[src/rtl/ipm_map.vh]
// Contract
// RL1: The device answers only to seven-bit address 0110000, the eighth bit giving direction.
// RL2: A register write is seven bytes: device address, two register address bytes, four data bytes.
// RL3: Each byte is followed by one acknowledge clock pulse driven by the receiver.
// RL4: The device ignores read or write commands with only one data byte and keeps its registers.
// RL5: The master opens each transaction with START and closes it with STOP.
// RL6: START is data falling while clock is high, telling all devices an address follows.
// RL7: The master sends the seven-bit address MSB first, then the direction bit, zero for write.
// RL8: Bits are sampled on the rising clock edge and held stable through the whole clock high phase.
// RL9: The master releases data after the direction bit; a matching device pulls it low for acknowledge.
// RL10: The register address goes upper byte then lower byte, each MSB first and acknowledged.
// RL11: Register data goes as bytes 7:0, 15:8, 23:16, 31:24, each MSB first, next only after acknowledge.
// RL12: After the acknowledge of byte 31:24 the master ends with STOP, data rising while clock is high.
// RL13: The master never runs the serial clock faster than 400 kHz.
// RL14: Both lines are open drain; each party only pulls low or releases.
// RL15: The device can transmit, receive and itself act as master generating the clock.
// RL16: A read writes the two address bytes, repeated START, address with direction one, then four data bytes low first.
// RL17: The device updates the register only after all four data bytes are received and acknowledged.
`ifndef IPM_MAP_VH
`define IPM_MAP_VH
`define IPM_DEV_ADDR      7'h30
`define IPM_CLK_HZ        40000000
`define IPM_SCL_HZ        400000
`define IPM_QTR_CYC       ((`IPM_CLK_HZ + 4 * `IPM_SCL_HZ - 1) / (4 * `IPM_SCL_HZ))
`define IPM_QTR_W         5
`define IPM_QTR_LAST      5'h18
`define IPM_BYTES_W       4'h7
`define IPM_BYTES_RD1     4'h3
`define IPM_BYTES_RD2     4'h4
`define IPM_BYTES_RD      4'h8
`define IPM_BIT_LAST      3'h7
`endif

[src/rtl/ipm_host.v]
`timescale 1ns/1ps
`include "ipm_map.vh"
module ipm_host (
    core_clk,
    reset_n,
    req_valid,
    req_read,
    req_addr,
    req_wdata,
    req_ready,
    done,
    nack,
    rdata,
    scl_in,
    scl_out,
    scl_oe_n,
    sda_in,
    sda_out,
    sda_oe_n
);
    input  wire        core_clk;
    input  wire        reset_n;
    input  wire        req_valid;
    input  wire        req_read;
    input  wire [15:0] req_addr;
    input  wire [31:0] req_wdata;
    output reg         req_ready;
    output reg         done;
    output reg         nack;
    output reg  [31:0] rdata;
    input  wire        scl_in;
    output reg         scl_out;
    output reg         scl_oe_n;
    input  wire        sda_in;
    output reg         sda_out;
    output reg         sda_oe_n;

    // ==========================================================
    // States
    localparam ST_IDLE  = 3'h0;
    localparam ST_START = 3'h1;
    localparam ST_BIT   = 3'h2;
    localparam ST_ACK   = 3'h3;
    localparam ST_RSTRT = 3'h4;
    localparam ST_STOP  = 3'h5;

    // Quarter of a 400 kHz bit at 40 MHz: 25 cycles
    localparam [`IPM_QTR_W-1:0] QTR_LAST = `IPM_QTR_LAST;

    // ==========================================================
    // Pin synchronisers
    reg        sda_s1_reg;
    reg        sda_s2_reg;
    reg        scl_s1_reg;
    reg        scl_s2_reg;

    always @(posedge core_clk) begin
        if (!reset_n) begin
            sda_s1_reg <= 1'b1;
            sda_s2_reg <= 1'b1;
            scl_s1_reg <= 1'b1;
            scl_s2_reg <= 1'b1;
        end else begin
            sda_s1_reg <= sda_in;
            sda_s2_reg <= sda_s1_reg;
            scl_s1_reg <= scl_in;
            scl_s2_reg <= scl_s1_reg;
        end
    end

    // ==========================================================
    // Quarter-period tick
    reg  [`IPM_QTR_W-1:0] qcnt_reg;
    wire                  tick;
    // RL13: no faster than 400 kHz
    assign tick = (qcnt_reg == QTR_LAST);

    // ==========================================================
    // Transaction engine
    reg  [2:0]  state_reg;
    reg  [1:0]  phase_reg;
    reg  [2:0]  bit_reg;
    reg  [3:0]  byte_reg;
    reg  [3:0]  total_reg;
    reg  [7:0]  shift_reg;
    reg         rd_reg;
    reg         rx_reg;
    reg  [15:0] addr_reg;
    reg  [31:0] wdata_reg;

    // Byte to send for a given index; reads resend address with direction one
    function [7:0] tx_byte;
        input [3:0]  idx;
        input        rd;
        input [15:0] a;
        input [31:0] d;
        begin
            case (idx)
                4'h0: tx_byte = {`IPM_DEV_ADDR, 1'b0};
                4'h1: tx_byte = a[15:8];
                4'h2: tx_byte = a[7:0];
                4'h3: tx_byte = rd ? {`IPM_DEV_ADDR, 1'b1} : d[7:0];
                4'h4: tx_byte = d[15:8];
                4'h5: tx_byte = d[23:16];
                4'h6: tx_byte = d[31:24];
                default: tx_byte = 8'hFF;
            endcase
        end
    endfunction

    always @(posedge core_clk) begin
        if (!reset_n) begin
            qcnt_reg  <= {`IPM_QTR_W{1'b0}};
            state_reg <= ST_IDLE;
            phase_reg <= 2'h0;
            bit_reg   <= 3'h0;
            byte_reg  <= 4'h0;
            total_reg <= 4'h0;
            shift_reg <= 8'h00;
            rd_reg    <= 1'b0;
            rx_reg    <= 1'b0;
            addr_reg  <= 16'h0000;
            wdata_reg <= 32'h0000_0000;
            req_ready <= 1'b1;
            done      <= 1'b0;
            nack      <= 1'b0;
            rdata     <= 32'h0000_0000;
            scl_out   <= 1'b0;
            scl_oe_n  <= 1'b1;
            sda_out   <= 1'b0;
            sda_oe_n  <= 1'b1;
        end else begin
            done <= 1'b0;
            if (state_reg == ST_IDLE) begin
                qcnt_reg <= {`IPM_QTR_W{1'b0}};
                if (req_valid) begin
                    state_reg <= ST_START;
                    req_ready <= 1'b0;
                    nack      <= 1'b0;
                    rd_reg    <= req_read;
                    addr_reg  <= req_addr;
                    wdata_reg <= req_wdata;
                    byte_reg  <= 4'h0;
                    phase_reg <= 2'h0;
                    rx_reg    <= 1'b0;
                    // RL2: seven-byte write, cut short only when the device refuses a byte
                    total_reg <= req_read ? `IPM_BYTES_RD1 : `IPM_BYTES_W;
                end
            end else if (!tick) begin
                qcnt_reg <= qcnt_reg + 1'b1;
            // Clock stretching: wait while the released clock reads low
            end else if (phase_reg == 2'h2 && scl_oe_n && !scl_s2_reg) begin
                qcnt_reg <= qcnt_reg;
            end else begin
                qcnt_reg  <= {`IPM_QTR_W{1'b0}};
                phase_reg <= phase_reg + 2'h1;
                case (state_reg)
                    ST_START, ST_RSTRT: begin
                        // RL5: open with START
                        // RL6: data falls while clock high
                        case (phase_reg)
                            2'h0: sda_oe_n <= 1'b1;
                            2'h1: scl_oe_n <= 1'b1;
                            2'h2: sda_oe_n <= 1'b0;
                            default: begin
                                // RL14: pull low only
                                scl_oe_n  <= 1'b0;
                                state_reg <= ST_BIT;
                                bit_reg   <= 3'h0;
                                shift_reg <= tx_byte(byte_reg, rd_reg, addr_reg, wdata_reg);
                            end
                        endcase
                    end
                    ST_BIT: begin
                        case (phase_reg)
                            // RL7: MSB first
                            // RL8: data changes only while clock low
                            2'h0: sda_oe_n <= rx_reg | shift_reg[7];
                            2'h1: scl_oe_n <= 1'b1;
                            2'h2: begin
                                if (rx_reg)
                                    shift_reg <= {shift_reg[6:0], sda_s2_reg};
                                else
                                    shift_reg <= {shift_reg[6:0], 1'b0};
                            end
                            default: begin
                                scl_oe_n <= 1'b0;
                                if (bit_reg == `IPM_BIT_LAST)
                                    state_reg <= ST_ACK;
                                bit_reg <= bit_reg + 3'h1;
                            end
                        endcase
                    end
                    ST_ACK: begin
                        case (phase_reg)
                            // RL9: release data for device acknowledge
                            // RL3: one pulse, receiver drives it; host acks all but last read byte
                            2'h0: sda_oe_n <= rx_reg ? (byte_reg == total_reg - 4'h1) : 1'b1;
                            2'h1: scl_oe_n <= 1'b1;
                            2'h2: begin
                                if (rx_reg) begin
                                    // RL16: data low byte first
                                    rdata <= {shift_reg, rdata[31:8]};
                                end else if (sda_s2_reg) begin
                                    nack <= 1'b1;
                                end
                            end
                            default: begin
                                scl_oe_n <= 1'b0;
                                byte_reg <= byte_reg + 4'h1;
                                bit_reg  <= 3'h0;
                                if (!rx_reg && sda_s2_reg) begin
                                    // RL4: abandon on refusal, no partial write continues
                                    state_reg <= ST_STOP;
                                end else if (byte_reg == total_reg - 4'h1) begin
                                    if (rd_reg && total_reg == `IPM_BYTES_RD1) begin
                                        // RL16: repeated START after address
                                        state_reg <= ST_RSTRT;
                                        total_reg <= `IPM_BYTES_RD2;
                                    end else if (rd_reg && !rx_reg) begin
                                        rx_reg    <= 1'b1;
                                        total_reg <= `IPM_BYTES_RD;
                                        state_reg <= ST_BIT;
                                    end else begin
                                        state_reg <= ST_STOP;
                                    end
                                end else begin
                                    // RL10: upper then lower address byte
                                    // RL11: data bytes 7:0 up to 31:24
                                    state_reg <= ST_BIT;
                                    shift_reg <= tx_byte(byte_reg + 4'h1, rd_reg, addr_reg, wdata_reg);
                                end
                            end
                        endcase
                    end
                    ST_STOP: begin
                        // RL12: data rises while clock high
                        case (phase_reg)
                            2'h0: sda_oe_n <= 1'b0;
                            2'h1: scl_oe_n <= 1'b1;
                            2'h2: sda_oe_n <= 1'b1;
                            default: begin
                                state_reg <= ST_IDLE;
                                req_ready <= 1'b1;
                                done      <= 1'b1;
                            end
                        endcase
                    end
                    default: state_reg <= ST_IDLE;
                endcase
            end
        end
    end
endmodule

[config.mk]
export PLATFORM = sky130hd
export DESIGN_NAME = ipm_host
export DESIGN_NICKNAME = d
export VERILOG_FILES = /design/src/rtl/ipm_host.v
export VERILOG_INCLUDE_DIRS = /design/src /design/src/rtl
export SDC_FILE = /design/constraint.sdc
export NUM_CORES = 1
export LEC_CHECK = 0
export BUFFER_PORTS_ARGS = -buffer_cell sky130_fd_sc_hd__buf_2
export CAP_MARGIN = 40
export CORE_MARGIN = 5
export CORE_UTILIZATION = 36
export DETAILED_ROUTE_END_ITERATION = 10
export PLACE_DENSITY = 0.55
export SLEW_MARGIN = 20
export SYNTH_ARGS = -nofsm -noshare
export SYNTH_HDL_FRONTEND = slang
export SYNTH_SLANG_ARGS = --single-unit
export TNS_END_PERCENT = 50
[constraint.sdc]
create_clock -name core_clk -period 2.6 [get_ports core_clk]
set_input_delay 0.13 -clock core_clk [delete_from_list [all_inputs] [get_ports core_clk]]
set_output_delay 0.13 -clock core_clk [all_outputs]
set_load 0.1 [all_outputs]
[Word level (Yosys, flattened, before mapping)]
Cells that the tools add are included.
Storage, ports and cells
  register bits: 120
  output and inout bits: 39
Cells by class
  reductions and logical operators: 43
  $add $sub $neg: 5
  equal/unequal tests: 48
  multiplexer cells: 81
  bitwise operators: 6
Operators with widths (count)
  one-hot mux 8 bit (7 select lines): 2
  2-to-1 mux 4 bit: 16
  2-to-1 mux 8 bit: 6
  2-to-1 mux 3 bit: 15
  inequality test 2 bit (second input constant): 16
  2-to-1 mux 1 bit: 28
  equality test 4 x 3 -> 1 bit (second input constant): 6
  one-hot mux 8 bit (3 select lines): 1
  AND reduction 8 bit: 3
  inequality test 3 bit (second input constant): 7
  equality test 4 x 2 -> 1 bit (second input constant): 5
  AND reduction 6 bit: 3
  AND reduction 9 bit: 2
  nonzero test 2 bit: 9
  one-hot mux 3 bit (4 select lines): 1
  2-to-1 mux 5 bit: 2
  AND reduction 5 bit: 2
  equality test 3 bit (second input constant): 3
  equality test 4 x 1 -> 1 bit (second input constant): 2
  logical NOT 4 bit: 2
  2-to-1 mux 2 bit: 4
  one-hot mux 1 bit (2 select lines): 4
  AND reduction 7 bit: 1
  equality test 3 x 2 -> 1 bit (second input constant): 2
  other kinds (27): 41

[Depth between registers and ports, before layout]
  depth after elaboration: 11
  gate-level depth with buffers: 11

[Worst setup path after synthesis]
Ideal clock, no wire load.
  path kind: reg-to-reg
  start point: register scl_oe_n
  end point: register rdata[0]
  buffers on the path: 1
  arrival time: 2046 ps
  path slack: 479 ps
  data required time: 2524 ps
  stages on the path, launching flop included: 7
  path through: dfxtp_1 > and3b_1 > nor3_1 > nand4_1 > clkbuf_1 > nand2_1 > a21boi_0
Between the ends
  longest elaborated chain between the ends: 4
RTL lines
  start, declared: RTL line ipm_host.v:33  | output reg scl_oe_n;
  start signal, assigned: RTL line ipm_host.v:129  | scl_oe_n <= 1'b1;
  start signal, assigned: RTL line ipm_host.v:163  | 2'h1: scl_oe_n <= 1'b1;
  start signal, assigned: RTL line ipm_host.v:167  | scl_oe_n <= 1'b0;
  logical AND 1 bit (2 in a row): RTL line ipm_host.v:152  | end else if (phase_reg == 2'h2 && scl_oe_n && !scl_s2_reg) begin
  inverter 1 bit (no line)
  AND reduction 6 bit (no line)
  end signal, assigned: RTL line ipm_host.v:203  | rdata <= {shift_reg, rdata[31:8]};
  end, declared: RTL line ipm_host.v:30  | output reg [31:0] rdata;
Every way passes these cells.
A chain may end at the register's enable or synchronous reset.

[Worst setup path after layout]
  start point: register byte_reg[1]
  end point: register shift_reg[5]
Between the ends
  longest elaborated chain between the ends: 7
  elaborated cells on any way between the ends: 25
RTL lines
  start, declared: RTL line ipm_host.v:83  | reg [3:0] byte_reg;
  start signal, assigned: RTL line ipm_host.v:210  | byte_reg <= byte_reg + 4'h1;
  adder 4 x 1 -> 4 bit: RTL line ipm_host.v:231  | shift_reg <= tx_byte(byte_reg + 4'h1, rd_reg, addr_reg, wdata_reg);
  equality test 4 x 3 -> 1 bit (tied with other cells): RTL line ipm_host.v:98  | case (idx)
  one-hot mux 8 bit (7 select lines): RTL line ipm_host.v:98
  2-to-1 mux 8 bit: RTL line ipm_host.v:215  | end else if (byte_reg == total_reg - 4'h1) begin
  2-to-1 mux 8 bit: RTL line ipm_host.v:212  | if (!rx_reg && sda_s2_reg) begin
  2-to-1 mux 8 bit: RTL line ipm_host.v:195  | case (phase_reg)
  one-hot mux 8 bit (3 select lines): RTL line ipm_host.v:157  | case (state_reg)
  end signal, assigned: RTL line ipm_host.v:170  | shift_reg <= tx_byte(byte_reg, rd_reg, addr_reg, wdata_reg);
  end signal, assigned: RTL line ipm_host.v:182  | shift_reg <= {shift_reg[6:0], sda_s2_reg};
  end signal, assigned: RTL line ipm_host.v:231
  end, declared: RTL line ipm_host.v:85  | reg [7:0] shift_reg;
Several ways; a longest one is shown, not always the timed one. The select of a mux whose other input is x is not followed.

==> flow_summary.json <==
{
  "dieHeight_um": 142,
  "critPathArrivalTime_ps": 2700,
  "syn_area_mm2": 0.00627,
  "vias": 6086,
  "synth_top_area_share_pct": 38.0,
  "min_path_cells": 2,
  "final_antenna_net_count": 0,
  "cts_max_path_buffers": 2,
  "skew_ps": 8.92,
  "slew_viol_final": 0,
  "synthXorXnorAreaFrac_pct": 1.22,
  "synth.area.mux_share_pct": 0.957,
  "synth_cell_type_count": 75,
  "globalRouteOverflowTotal": 0,
  "clkTransAtPathRegs_ps": 60,
  "clockRootBuffer": "clkbuf_16",
  "drt-total-wl_um": 19200,
  "routed_via_density": 5.32,
  "ys_top_cells_by_area": "dfxtp_1 38%, nand2_1 12%, a21boi_0 9.0%, ha_1 2.8%, o21ai_0 2.6%",
  "grt_pass1_wl_um": 31200,
  "ys_seq_area_share_pct": 38.0,
  "fin_setup_tns_ps": 0,
  "grt_usage_pct": 19.5,
  "p_switching_mw": 1.54,
  "syn_area_per_cell_um2": 8.02,
  "cts_tree": "built",
  "insertion_delay_ps": 420,
  "hpwl_um": 13500,
  "final-setup-viol-count": 0,
  "relSlewSlack_pct": 51.8,
  "r2r.worst_path.cells": 7,
  "netlist_top_cells_count": "195 x nand2_1, 119 x dfxtp_1, 75 x a21boi_0",
  "avgRoutedWirePerCell_um": 16.8,
  "hold_viol": 0,
  "cts_setup_buffers": 0,
  "synthAdderAreaFrac_pct": 2.79,
  "area_growth_pct": 28.8,
  "htree_num_levels": 4,
  "p_seq_share_pct": 38.2,
  "place_congestion": 0.874,
  "drv_cap": 0,
  "dp.cells": 1064,
  "synth_top_family_by_area": "compound AO/OA/AOI/OAI gates",
  "nets": 977,
  "required_ps": 2900,
  "synth_top_area_cell": "dfxtp_1",
  "min_period_over_period_pct": 92.2,
  "drc": 0,
  "rsz0062_at_grt": "false",
  "hp-class": "input pin to register",
  "synth-compound-area-share_pct": 27.5,
  "crit_type": "register to register",
  "grt_max_degree": 54,
  "async_reset_ff_share_pct": 0,
  "path_max_fanout": 15,
  "rows": 48,
  "synthSimpleGateAreaFrac_pct": 23.8,
  "drive_gt1_share_pct": 18.6,
  "antenna_cells": 0,
  "antenna_found_initial": 0,
  "p_comb_share_pct": 16.7,
  "p_clk_share_pct": 45.1,
  "yosysMostFrequentCell": "nand2_1",
  "startpoint_type": "register",
  "fmax_mhz": 417,
  "syn_inst": 782,
  "synth_edf_count": 0,
  "min_period_ps": 2400,
  "synth-seq-cells": 119,
  "port_buffers": 90,
  "core_area_mm2": 0.0172,
  "powerDensity_mw_per_mm2": 685,
  "tightestPinTransition_ps": 717,
  "cts_buffers": 17,
  "layoutNonFillerInstCount": 1145,
  "drtPass1Iterations": 6,
  "grt_pass1_vias": 5804,
  "die_x_um": 142,
  "peakVddDrop_mv": 0.455,
  "whs_ps": 43.6,
  "start_util_pct": 36.5,
  "p_int_mw": 3.99,
  "status": "finished clean",
  "yosysWarnings": 0,
  "endpoint_kind": "register",
  "die-area_mm2": 0.0202,
  "p_leak_nw": 3.10,
  "drtIter0Drc": 531,
  "synthFlopType": "dfxtp_1",
  "cts_sinks": 119,
  "io_pins": 93,
  "switching_share_pct": 27.9
}
==> cell type report <==
class	instances	area (µm²)
fillers	1772	9090
multi-input cells	589	3550
flip-flops and latches	119	2380
repair buffers	171	1210
clock buffers	22	474
well taps	225	282
clock inverters	8	146
inverters	11	41.3
==> logic make-up (layout without fill, tap and decap cells) <==
logic type      after synthesis  count (layout)
compound gates              239             239
flops                       119             119
mux                           6               6
buf+inv                      75             212
xor+xnor                      7               7
other cells                   1               2
fa+ha+maj                    14              14
simple gates                321             321
==> critical path, cell delays in order (launching register included) <==
cell	delay, ps
dfxtp_1	450
ha_1	650
inv_1	180
o311ai_0	360
and3_1	250
o21ai_0	90
o21ai_0	210
a21oi_1	90
==> timing repair <==
action                                  CTS  global route
endpoints found under the setup margin    0             1
hold buffers                             51             0
gates resized for setup                   0             2
hold endpoints to repair                 51             0
==> cells in the final DEF, fill, tap and decap left out, types with 15 or more instances in the layout <==
| cell | count |
|---|---|
| dfxtp_1 | 119 |
| a222oi_1 | 15 |
| o21ai_0 | 33 |
| nand2_1 | 195 |
| nand3_1 | 15 |
| a21boi_0 | 75 |
| a21oi_1 | 24 |
| nor2_1 | 37 |
| buf_4 | 28 |
| clkbuf_16 | 17 |
| dlygate4sd3_1 | 51 |
| buf_2 | 90 |
==> layer usage <==
metal / GRT usage, % / share of wire (%) / vias up
li1: - / - / 3017
met1: 24.6 / 44 / 2846
met2: 31.9 / 48 / 180
met3: 5.04 / 4.9 / 43
met4: 7.88 / 3.5 / 0
met5: 0 / 0 / -
==> worst paths after layout <==
path	slack, ps	startpoint	endpoint
setup / recovery	200	byte_reg[1]	shift_reg[5]
hold / removal	40	reset_n	req_ready
setup reg to reg	200	byte_reg[1]	shift_reg[5]
hold reg to reg	420	scl_s1_reg	scl_s2_reg
==> power by group through the flow <==
stage	registers [mW]	logic, mW	clock network [mW]
2_1_floorplan	2.08	0.652	0
3_3_place_gp	2.15	0.867	0
3_5_place_dp	2.15	0.865	0
4_1_cts	2.11	0.927	2.56
5_1_grt	2.13	1.04	2.65
6_report	2.11	0.922	2.50
==> stage by stage <==
stage	instance area, µm²	power [mW]	setup WS, ps	util [%]
after floorplan	6280	2.73	479	-
after global placement	6950	3.02	222	40.4
after detailed placement	6950	3.01	252	40.4
after CTS	8080	5.59	239	47.0
after global routing	8080	5.82	28.4	47.1
final	8080	5.53	204	47.1
Power figures use the tool's default switching activity.
